===== src/shared/pwrs_defines.vh =====
`ifndef PWRS_DEFINES_VH
`define PWRS_DEFINES_VH

// Register selector codes on the command port.
`define PWRS_SEL_OPER_COND   4'h0
`define PWRS_SEL_OPER_ENAB   4'h1
`define PWRS_SEL_OPER_EVENT  4'h2
`define PWRS_SEL_QUES_EVENT  4'h3
`define PWRS_SEL_QUES_COND   4'h4
`define PWRS_SEL_QUES_ENAB   4'h5
`define PWRS_SEL_CHAN_LOW    4'h6
`define PWRS_SEL_CHAN_HIGH   4'h7
`define PWRS_SEL_CHAN_ENAB   4'h8

// Operation group bit positions.
`define PWRS_OPER_CV_BIT     8
`define PWRS_OPER_RELAY_BIT  9
`define PWRS_OPER_CC_BIT     10

// Questionable group bit positions.
`define PWRS_QUES_VE_BIT     0
`define PWRS_QUES_CE_BIT     1
`define PWRS_QUES_OT_BIT     3
`define PWRS_QUES_RE_BIT     9
`define PWRS_QUES_OL_BIT     10
`define PWRS_QUES_PL_BIT     11

// Operation enable mask width (largest value 32767).
`define PWRS_OPER_ENAB_W     15

// Reset values.
`define PWRS_RST_WORD        16'h0000
`define PWRS_RST_OPER_ENAB   15'h0000
`define PWRS_RST_CHAN_ENAB   14'h0000

`endif


===== src/logic/pwrs_status.v =====
// Functional notes
// [RQ1] Operation condition: bit 10 constant current, 9 relay closed, 8 constant voltage.
// [RQ2] Operation condition follows the programmed mode; one means active.
// [RQ3] Operation enable mask is writable and reads back exactly as written; here bit 15 is not stored and reads back as zero.
// [RQ4] Operation summary is OR of enabled operation event bits.
// [RQ5] Operation event register latches events; a read returns then clears it.
// [RQ6] Event bit sets on condition rising edge and holds until read.
// [RQ7] Status preset forces both condition registers to zero, reporting no event.
// [RQ8] Questionable bits: power loss 11, overload 10, relay 9, temp 3, current 1, voltage 0.
// [RQ9] Questionable event register latches events; a read returns then clears it.
// [RQ10] Questionable condition shows live state; reading it has no side effect.
// [RQ11] Questionable summary is OR of enabled questionable event bits.
// [RQ12] Questionable enable mask reads back the stored value.
// [RQ13] Low channel register: channels 1-14 at bits 1-14, bit 0 upper summary.
// [RQ14] High channel register: channels 15-28 at bits 1-14, bits 0 and 15 unused.
// [RQ15] Channel bit sets only when that channel reports and its enable is one; here channels 15-28 have no enable and always set.
// [RQ16] Reading a channel summary register returns then clears it.
// [RQ17] Writable channel enable mask gates channels into the low channel register.
// [RQ18] Host writes masks as integers, one bit per enabled position.
`include "pwrs_defines.vh"

module pwrs_status #(
  // Channels per summary register. The registers are 16 bits wide with bit 0 and
  // bit 15 reserved, so values above 14 do not fit.
  parameter CHAN_HALF = 14
) (
  // Clock and reset.
  input  wire                 sys_clk,
  input  wire                 sys_rst,
  // Programmed operating mode, from logic on this clock.
  input  wire                 constant_current_flag,
  input  wire                 constant_voltage_flag,
  input  wire                 relay_closed_flag,
  // Questionable conditions, from supply pins.
  input  wire                 power_loss_flag,
  input  wire                 overload_flag,
  input  wire                 relay_fault_flag,
  input  wire                 overtemperature_flag,
  input  wire                 current_fault_flag,
  input  wire                 voltage_fault_flag,
  // Per-channel summary reports, from pins; bit 0 is channel 1.
  input  wire [2*CHAN_HALF-1:0] channel_report,
  // Command port.
  input  wire [3:0]           cmd_sel,
  input  wire                 cmd_write,
  input  wire                 cmd_read,
  input  wire [15:0]          cmd_wdata,
  input  wire                 status_preset,
  // Answers and status byte bits.
  output reg  [15:0]          rd_data,
  output reg                  rd_valid,
  output reg                  oper_summary,
  output reg                  ques_summary
);

  // Synchronised pin levels, taken from the second flip-flop of each synchroniser.
  wire [5:0]             ques_sync;
  wire [2*CHAN_HALF-1:0] chan_sync;
  // Last synchronised channel levels, for edge detection.
  reg  [2*CHAN_HALF-1:0] chan_prev;

  // Register state.
  reg [15:0]                    operation_condition;
  reg [`PWRS_OPER_ENAB_W-1:0]   operation_enable_mask;
  reg [15:0]                    operation_event_latch;
  reg [15:0]                    questionable_condition;
  reg [15:0]                    questionable_enable_mask;
  reg [15:0]                    questionable_event_latch;
  reg [15:0]                    channel_summary_low;
  reg [15:0]                    channel_summary_high;
  reg [CHAN_HALF-1:0]           channel_enable_mask;

  // Previous live levels for edge detection.
  reg [15:0]             oper_prev;
  reg [15:0]             ques_prev;

  // Combinational next values.
  reg [15:0]             oper_live;
  reg [15:0]             ques_live;
  reg [15:0]             oper_rise;
  reg [15:0]             ques_rise;
  reg [15:0]             next_oper_event;
  reg [15:0]             next_ques_event;
  reg [15:0]             next_chan_low;
  reg [15:0]             next_chan_high;
  reg [2*CHAN_HALF-1:0]  chan_rise;
  reg [15:0]             next_rd_data;

  // Questionable condition pins pass two flip-flops; power loss sits in the top bit.
  // Each pin is a slow level, so bitwise synchronising is safe: a skew of one
  // cycle between two pins only delays one event by a cycle, it never loses one.
  pwrs_sync2 #(
    .WIDTH (6)
  ) ques_pin_sync (
    .sys_clk  (sys_clk),
    .sys_rst  (sys_rst),
    .async_in ({power_loss_flag, overload_flag, relay_fault_flag,
                overtemperature_flag, current_fault_flag, voltage_fault_flag}),
    .sync_out (ques_sync)
  );

  // Channel report pins pass two flip-flops as well; bit 0 is channel 1.
  pwrs_sync2 #(
    .WIDTH (2*CHAN_HALF)
  ) chan_pin_sync (
    .sys_clk  (sys_clk),
    .sys_rst  (sys_rst),
    .async_in (channel_report),
    .sync_out (chan_sync)
  );

  // Place live levels into their register bit positions.
  // The operation flags come from logic on this clock and need no synchroniser;
  // the questionable levels are read only after their two flip-flops.
  always @* begin
    oper_live = `PWRS_RST_WORD;
    ques_live = `PWRS_RST_WORD;
    // [RQ1] mode bit map
    // [RQ2] programmed mode levels
    oper_live[`PWRS_OPER_CC_BIT]    = constant_current_flag;
    oper_live[`PWRS_OPER_RELAY_BIT] = relay_closed_flag;
    oper_live[`PWRS_OPER_CV_BIT]    = constant_voltage_flag;
    // [RQ8] questionable bit map
    ques_live[`PWRS_QUES_PL_BIT] = ques_sync[5];
    ques_live[`PWRS_QUES_OL_BIT] = ques_sync[4];
    ques_live[`PWRS_QUES_RE_BIT] = ques_sync[3];
    ques_live[`PWRS_QUES_OT_BIT] = ques_sync[2];
    ques_live[`PWRS_QUES_CE_BIT] = ques_sync[1];
    ques_live[`PWRS_QUES_VE_BIT] = ques_sync[0];
  end

  // Edge detection: an event is a live level going from inactive to active.
  // A status preset masks the operation and questionable rising edges of its own cycle, so nothing is
  // reported while the condition registers are being forced to zero.
  always @* begin
    // [RQ6] rising edge detect
    oper_rise = oper_live & ~oper_prev;
    ques_rise = ques_live & ~ques_prev;
    chan_rise = chan_sync & ~chan_prev;
    // [RQ7] preset reports nothing
    if (status_preset) begin
      oper_rise = `PWRS_RST_WORD;
      ques_rise = `PWRS_RST_WORD;
    end
  end

  // Operation event latch: a new event wins over a clearing read in the same cycle,
  // so an edge that lands on the read cycle is kept for the next read, not lost.
  always @* begin
    // [RQ5] clear on read
    next_oper_event = operation_event_latch;
    if (cmd_read && cmd_sel == `PWRS_SEL_OPER_EVENT) begin
      next_oper_event = `PWRS_RST_WORD;
    end
    next_oper_event = next_oper_event | oper_rise;
  end

  // Questionable event latch, with the same set-wins rule as the operation group.
  always @* begin
    // [RQ9] clear on read
    next_ques_event = questionable_event_latch;
    if (cmd_read && cmd_sel == `PWRS_SEL_QUES_EVENT) begin
      next_ques_event = `PWRS_RST_WORD;
    end
    next_ques_event = next_ques_event | ques_rise;
  end

  // Upper channel register: channels above the first half always report, since
  // this block keeps no enable mask for them.
  always @* begin
    // [RQ16] clear on read
    next_chan_high = channel_summary_high;
    if (cmd_read && cmd_sel == `PWRS_SEL_CHAN_HIGH) begin
      next_chan_high = `PWRS_RST_WORD;
    end
    // [RQ14] upper channels at bits 1-14
    next_chan_high[CHAN_HALF:1] = next_chan_high[CHAN_HALF:1]
                                  | chan_rise[2*CHAN_HALF-1:CHAN_HALF];
  end

  // Lower channel register: enabled channels plus the upper register summary.
  // Bit 0 sets again after a clearing read while the upper register still holds
  // a channel, so the host keeps seeing that the upper half needs attention.
  always @* begin
    // [RQ16] clear on read
    next_chan_low = channel_summary_low;
    if (cmd_read && cmd_sel == `PWRS_SEL_CHAN_LOW) begin
      next_chan_low = `PWRS_RST_WORD;
    end
    // [RQ15] enabled channels only
    // [RQ17] channel enable gating
    next_chan_low[CHAN_HALF:1] = next_chan_low[CHAN_HALF:1]
                                 | (chan_rise[CHAN_HALF-1:0] & channel_enable_mask);
    // [RQ13] bit 0 is the upper register summary
    next_chan_low[0] = next_chan_low[0] | (|next_chan_high[CHAN_HALF:1]);
  end

  // Query answer multiplexer; unmapped selectors read zero.
  always @* begin
    next_rd_data = `PWRS_RST_WORD;
    case (cmd_sel)
      `PWRS_SEL_OPER_COND:  next_rd_data = operation_condition;
      // [RQ3] mask readback
      `PWRS_SEL_OPER_ENAB:  next_rd_data = {1'b0, operation_enable_mask};
      `PWRS_SEL_OPER_EVENT: next_rd_data = operation_event_latch;
      `PWRS_SEL_QUES_EVENT: next_rd_data = questionable_event_latch;
      // [RQ10] live view, no side effect
      `PWRS_SEL_QUES_COND:  next_rd_data = questionable_condition;
      // [RQ12] mask readback
      `PWRS_SEL_QUES_ENAB:  next_rd_data = questionable_enable_mask;
      `PWRS_SEL_CHAN_LOW:   next_rd_data = channel_summary_low;
      `PWRS_SEL_CHAN_HIGH:  next_rd_data = channel_summary_high;
      `PWRS_SEL_CHAN_ENAB:  next_rd_data = {1'b0, channel_enable_mask, 1'b0};
      default:              next_rd_data = `PWRS_RST_WORD;
    endcase
  end

  // Condition, event and edge history registers.
  always @(posedge sys_clk or posedge sys_rst) begin
    if (sys_rst) begin
      operation_condition      <= `PWRS_RST_WORD;
      questionable_condition   <= `PWRS_RST_WORD;
      oper_prev                <= `PWRS_RST_WORD;
      ques_prev                <= `PWRS_RST_WORD;
      chan_prev                <= {2*CHAN_HALF{1'b0}};
      operation_event_latch    <= `PWRS_RST_WORD;
      questionable_event_latch <= `PWRS_RST_WORD;
      channel_summary_low      <= `PWRS_RST_WORD;
      channel_summary_high     <= `PWRS_RST_WORD;
    end else begin
      // [RQ7] preset zeroes conditions
      if (status_preset) begin
        operation_condition    <= `PWRS_RST_WORD;
        questionable_condition <= `PWRS_RST_WORD;
      end else begin
        operation_condition    <= oper_live;
        questionable_condition <= ques_live;
      end
      // History tracks live levels so a preset does not create a later edge.
      // The condition registers follow the live levels again one cycle after a
      // preset, and a condition still active then is not reported a second time.
      oper_prev                <= oper_live;
      ques_prev                <= ques_live;
      chan_prev                <= chan_sync;
      operation_event_latch    <= next_oper_event;
      questionable_event_latch <= next_ques_event;
      channel_summary_low      <= next_chan_low;
      channel_summary_high     <= next_chan_high;
    end
  end

  // Operation enable mask. Only the fifteen low bits are stored, so bit 15 of a
  // write is dropped and reads back as zero.
  always @(posedge sys_clk or posedge sys_rst) begin
    if (sys_rst) begin
      operation_enable_mask <= `PWRS_RST_OPER_ENAB;
    end else begin
      // [RQ3] store operation mask
      if (cmd_write && cmd_sel == `PWRS_SEL_OPER_ENAB) begin
        operation_enable_mask <= cmd_wdata[`PWRS_OPER_ENAB_W-1:0];
      end
    end
  end

  // Questionable enable mask, stored as a whole word.
  always @(posedge sys_clk or posedge sys_rst) begin
    if (sys_rst) begin
      questionable_enable_mask <= `PWRS_RST_WORD;
    end else begin
      // [RQ12] store questionable mask
      if (cmd_write && cmd_sel == `PWRS_SEL_QUES_ENAB) begin
        questionable_enable_mask <= cmd_wdata;
      end
    end
  end

  // Channel enable mask. It sits at bits 14 to 1 of the word, matching the
  // channel positions of the lower channel register; bits 0 and 15 are ignored.
  // Writes to any selector that is not a mask change nothing.
  always @(posedge sys_clk or posedge sys_rst) begin
    if (sys_rst) begin
      channel_enable_mask <= `PWRS_RST_CHAN_ENAB;
    end else begin
      // [RQ17] store channel mask
      if (cmd_write && cmd_sel == `PWRS_SEL_CHAN_ENAB) begin
        channel_enable_mask <= cmd_wdata[CHAN_HALF:1];
      end
    end
  end

  // Query answer. The data is captured only on a read, so it stands until the
  // next query; the strobe rises for the one cycle after the read was taken.
  always @(posedge sys_clk or posedge sys_rst) begin
    if (sys_rst) begin
      rd_data  <= `PWRS_RST_WORD;
      rd_valid <= 1'b0;
    end else begin
      rd_valid <= cmd_read;
      if (cmd_read) begin
        rd_data <= next_rd_data;
      end
    end
  end

  // Status byte summary bits. They are formed from the next latch values, so they
  // move on the same edge as the latches and drop on the edge of a clearing read.
  always @(posedge sys_clk or posedge sys_rst) begin
    if (sys_rst) begin
      oper_summary <= 1'b0;
      ques_summary <= 1'b0;
    end else begin
      // [RQ4] operation summary
      oper_summary <= |(next_oper_event & {1'b0, operation_enable_mask});
      // [RQ11] questionable summary
      ques_summary <= |(next_ques_event & questionable_enable_mask);
    end
  end

endmodule

// Two-stage synchroniser for level inputs from outside the clock domain.
// The first stage may go metastable; only the second stage is ever handed on.
module pwrs_sync2 #(
  parameter WIDTH = 1
) (
  // Clock and reset.
  input  wire             sys_clk,
  input  wire             sys_rst,
  // Asynchronous levels in, synchronised levels out.
  input  wire [WIDTH-1:0] async_in,
  output reg  [WIDTH-1:0] sync_out
);

  // Metastability catch stage.
  reg [WIDTH-1:0] meta_stage;

  // Both stages clear to the idle level so no false edge follows reset.
  always @(posedge sys_clk or posedge sys_rst) begin
    if (sys_rst) begin
      meta_stage <= {WIDTH{1'b0}};
      sync_out   <= {WIDTH{1'b0}};
    end else begin
      meta_stage <= async_in;
      sync_out   <= meta_stage;
    end
  end

endmodule


===== config.mk =====
export PLATFORM = sky130hd
export DESIGN_NAME = pwrs_status
export DESIGN_NICKNAME = d
export VERILOG_FILES = /design/src/logic/pwrs_status.v
export VERILOG_INCLUDE_DIRS = /design/src /design/src/shared
export SDC_FILE = /design/constraint.sdc
export NUM_CORES = 1
export LEC_CHECK = 0
export ABC_AREA = 1
export BUFFER_PORTS_ARGS = -buffer_cell sky130_fd_sc_hd__buf_2
export CORE_MARGIN = 2
export CORE_UTILIZATION = 55
export CTS_CLUSTER_DIAMETER = 60
export DETAILED_ROUTE_END_ITERATION = 6
export PLACE_DENSITY = 0.75
export SYNTH_ARGS = -nofsm -noshare
export SYNTH_HDL_FRONTEND = slang
export SYNTH_SLANG_ARGS = --single-unit

===== constraint.sdc =====
create_clock -name sys_clk -period 10 [get_ports sys_clk]
set_input_delay 1.5 -clock sys_clk [delete_from_list [all_inputs] [get_ports sys_clk]]
set_output_delay 1.5 -clock sys_clk [all_outputs]
set_load 0.05 [all_outputs]

==> impl_metrics.json <==
{
  "finalWirelength_mm": 18.2,
  "grt_pass1_wl_mm": 29.8,
  "share_seq_of_total_power": 0.511,
  "yosysWarningCount": 0,
  "antenna_violating_nets_post_route": 0,
  "remaining_drc_errors": 0,
  "multi_input_area_mm2": 0.00227,
  "drive_above_1_share": 0.132,
  "die-area_mm2": 0.0171,
  "clk_tree_root_cell": "sky130_fd_sc_hd__clkbuf_16",
  "finalMaxSlewViolations": 0,
  "met1_usage": 0.339,
  "tightest_slew_ps": 1070,
  "fin_area_mm2": 0.0101,
  "clock_power_share": 0.388,
  "cellInternalPower_mw": 1.63,
  "timing.final.setup_violations": 0,
  "setup-tns-final_ps": 0,
  "layout_commonest_cell": "sky130_fd_sc_hd__nand2_1",
  "worst_hold_path.num_cells": 0,
  "share_of_synthesized_area_occupied_by_flip_flops_and_latches": 0.675,
  "layoutNonFillerInstCount": 1229,
  "layout_worst_path_cycle_share": 0.353,
  "final_util": 0.642,
  "numCtsBuffers": 23,
  "layout_common_cells": "sky130_fd_sc_hd__nand2_1, sky130_fd_sc_hd__dfrtp_1, sky130_fd_sc_hd__inv_1, sky130_fd_sc_hd__buf_2, sky130_fd_sc_hd__nand3_1",
  "share_comb_of_total_power": 0.101,
  "yosys.cell_types.count": 23,
  "drtPass1Iterations": 7,
  "hpwlAfterDp_mm": 12.6,
  "synth-main-ff-cell": "sky130_fd_sc_hd__dfrtp_1",
  "dr_total_vias": 6207,
  "length_in_cells_of_the_worst_reg_to_reg_path": 6,
  "place_ws_ps": 6000,
  "tritoncts_num_sinks": 238,
  "start_util": 0.560,
  "clk_latency_ps": 510,
  "cp.required_ps": 10380,
  "grt_overflow_total": 0,
  "hold_end": "chan_pin_sync.sync_out[22]$_DFF_PP0_",
  "ys_async_sr_fraction": 1.00,
  "pin_count": 81,
  "number_of_fill_cells": 1346,
  "criticalPathCategory": "primary input to flip-flop",
  "hold_ws_ps": 342,
  "switching_share": 0.251,
  "cts.repair.resized": 0,
  "postPlaceCellArea_mm2": 0.00939,
  "synth_fp_nets": 984,
  "grt_use_met3": 0.0293,
  "die-width_um": 131,
  "diodes": 0,
  "power_per_cell_area_mw_per_mm2": 214,
  "post_synth.cell_area_avg_um2": 9.58,
  "grt_start_max_net_pins": 107,
  "setup_repair_after_global_routing_missed_its_margin": "no",
  "grt.met2_usage": 0.358,
  "area_delta_synth_final_pct": 14.8,
  "rrSetupSlack_ps": 8780,
  "cp_max_fo": 31,
  "r2r_start": "questionable_enable_mask[10]$_DFFE_PP0P_",
  "timing.max_cap.violations": 0,
  "via_per_inst": 5.05,
  "achievable-frequency_mhz": 283,
  "layer_carrying_the_most_global_route_usage": "met2",
  "holdCritPathClass": "flip-flop to flip-flop",
  "numPlacedInstances": 1190,
  "run_status": "finished clean",
  "hold_viol": 0,
  "reg2reg_to": "rd_data[10]$_DFFE_PP0P_",
  "final_nets": 1061,
  "synth_cells": 922,
  "ff_latch_area_mm2": 0.00596,
  "vdd_drop_max_v": 0.000190,
  "number_of_antenna_violations_at_the_first_check_in_global_routing": 0,
  "p_leak_nw": 5.38,
  "timing.slew.headroom": 0.283,
  "crit_arrival_ps": 3920,
  "synth.ff_latch_count": 238,
  "worst_clock_skew_ps": 8.23,
  "clkSlewWorstSetupHoldPaths_ps": 60,
  "core-area_mm2": 0.0158,
  "timing.critical_path.from_type": "primary input",
  "place_congestion": 0.858,
  "detail_route.iter0.violations": 624,
  "p_total_mw": 2.17,
  "cts_tree": "built",
  "wl_per_cell_um": 14.8,
  "timing.hold.worst.start": "chan_pin_sync.meta_stage[22]$_DFF_PP0_",
  "hold_fix_buffers_cts": 0,
  "htree_levels": 1,
  "die_y_um": 131,
  "mappedNetlistArea_mm2": 0.00883,
  "grtUsageTotal": 0.227,
  "buffer_ports.inserted": 80,
  "finalWorstPathRequiredPeriod_ps": 3530,
  "worstSetupEndpointType": "flip-flop",
  "power.net_switching_uw": 545,
  "postLayoutSetupSlackWorst_ps": 6470,
  "grt_pass1_vias": 5864,
  "ctsLongestPathBuffers": 3,
  "rows": 46,
  "synth_edf_count": 0,
  "cts_setup_buffers": 0
}
-- per-layer routing --
layer,vias up,routed length [um]
met4,0,533
met3,40,1150
met5,-,0
met2,216,8480
li1,2999,-
met1,2952,8020
-- worst max path at each step --
stage / endpoint / start / cells after the start
after floorplan: chan_pin_sync.meta_stage[0]$_DFF_PP0_ / sys_rst / 1
after global placement: questionable_enable_mask[15]$_DFFE_PP0P_ / cmd_sel[2] / 7
after detailed placement: questionable_enable_mask[15]$_DFFE_PP0P_ / cmd_sel[2] / 7
after CTS: questionable_enable_mask[15]$_DFFE_PP0P_ / cmd_sel[2] / 7
after global routing: questionable_enable_mask[15]$_DFFE_PP0P_ / cmd_sel[2] / 7
final: questionable_enable_mask[15]$_DFFE_PP0P_ / cmd_sel[2] / 7
-- Yosys cell counts, types with 2 or more instances --
| cell | n | area, um^2 |
|---|---|---|
| sky130_fd_sc_hd__nor3_1 | 4 | 20.0 |
| sky130_fd_sc_hd__nor2_4 | 2 | 22.5 |
| sky130_fd_sc_hd__o21ai_0 | 25 | 125 |
| sky130_fd_sc_hd__inv_1 | 114 | 428 |
| sky130_fd_sc_hd__buf_1 | 2 | 7.51 |
| sky130_fd_sc_hd__a21oi_1 | 8 | 40.0 |
| sky130_fd_sc_hd__inv_2 | 8 | 30.0 |
| sky130_fd_sc_hd__nand3_2 | 2 | 20.0 |
| sky130_fd_sc_hd__buf_2 | 10 | 50.1 |
| sky130_fd_sc_hd__nand3_1 | 73 | 365 |
| sky130_fd_sc_hd__nor2_1 | 67 | 251 |
| sky130_fd_sc_hd__dfrtp_1 | 238 | 5960 |
| sky130_fd_sc_hd__a31oi_1 | 5 | 31.3 |
| sky130_fd_sc_hd__o21ai_1 | 67 | 335 |
| sky130_fd_sc_hd__nand2_2 | 2 | 12.5 |
| sky130_fd_sc_hd__nand2_1 | 270 | 1010 |
| sky130_fd_sc_hd__nor2_2 | 2 | 12.5 |
| sky130_fd_sc_hd__clkbuf_1 | 18 | 67.6 |
-- state kept, by name, summed over array words and instances, names as in the netlist --
signal	cells
ques_pin_sync.sync_out	6
ques_pin_sync.meta_stage	6
questionable_event_latch	16
chan_pin_sync.sync_out	28
ques_prev	6
oper_summary	1
channel_summary_high	14
questionable_enable_mask	16
channel_summary_low	15
questionable_condition	6
operation_enable_mask	15
oper_prev	3
chan_pin_sync.meta_stage	28
chan_prev	28
operation_event_latch	15
rd_valid	1
ques_summary	1
operation_condition	3
rd_data	16
channel_enable_mask	14
-- power by group through the flow --
stage / logic [mW] / registers (mW) / clock network [mW]
2_1_floorplan: 0.124 / 1.15 / 0
3_3_place_gp: 0.212 / 1.12 / 0
3_5_place_dp: 0.219 / 1.12 / 0
4_1_cts: 0.221 / 1.11 / 0.859
5_1_grt: 0.249 / 1.12 / 0.893
6_report: 0.220 / 1.11 / 0.842
-- final cells by class --
type / instances / area share
inverters: 123 / 0.0463
flip-flops and latches: 238 / 0.588
repair buffers: 83 / 0.0417
clock inverters: 7 / 0.00877
well taps: 216 / 0.0267
clock buffers: 32 / 0.0641
multi-input cells: 530 / 0.225
-- kinds of logic after synthesis --
family	share of synthesized area
flip-flops	0.675
AO/OA/AOI/OAI	0.0611
AND/OR/NAND/NOR	0.195
multiplexers	0.00128
buffers and inverters	0.0677
-- worst max-delay path, cell delays in order --
cell	delay [ps]
sky130_fd_sc_hd__buf_2	130
sky130_fd_sc_hd__inv_2	30
sky130_fd_sc_hd__nor2_1	710
sky130_fd_sc_hd__nand2_1	170
sky130_fd_sc_hd__inv_2	230
sky130_fd_sc_hd__nand2_1	580
sky130_fd_sc_hd__mux2_1	540
No activity file was read; power rests on OpenSTA's default activity.
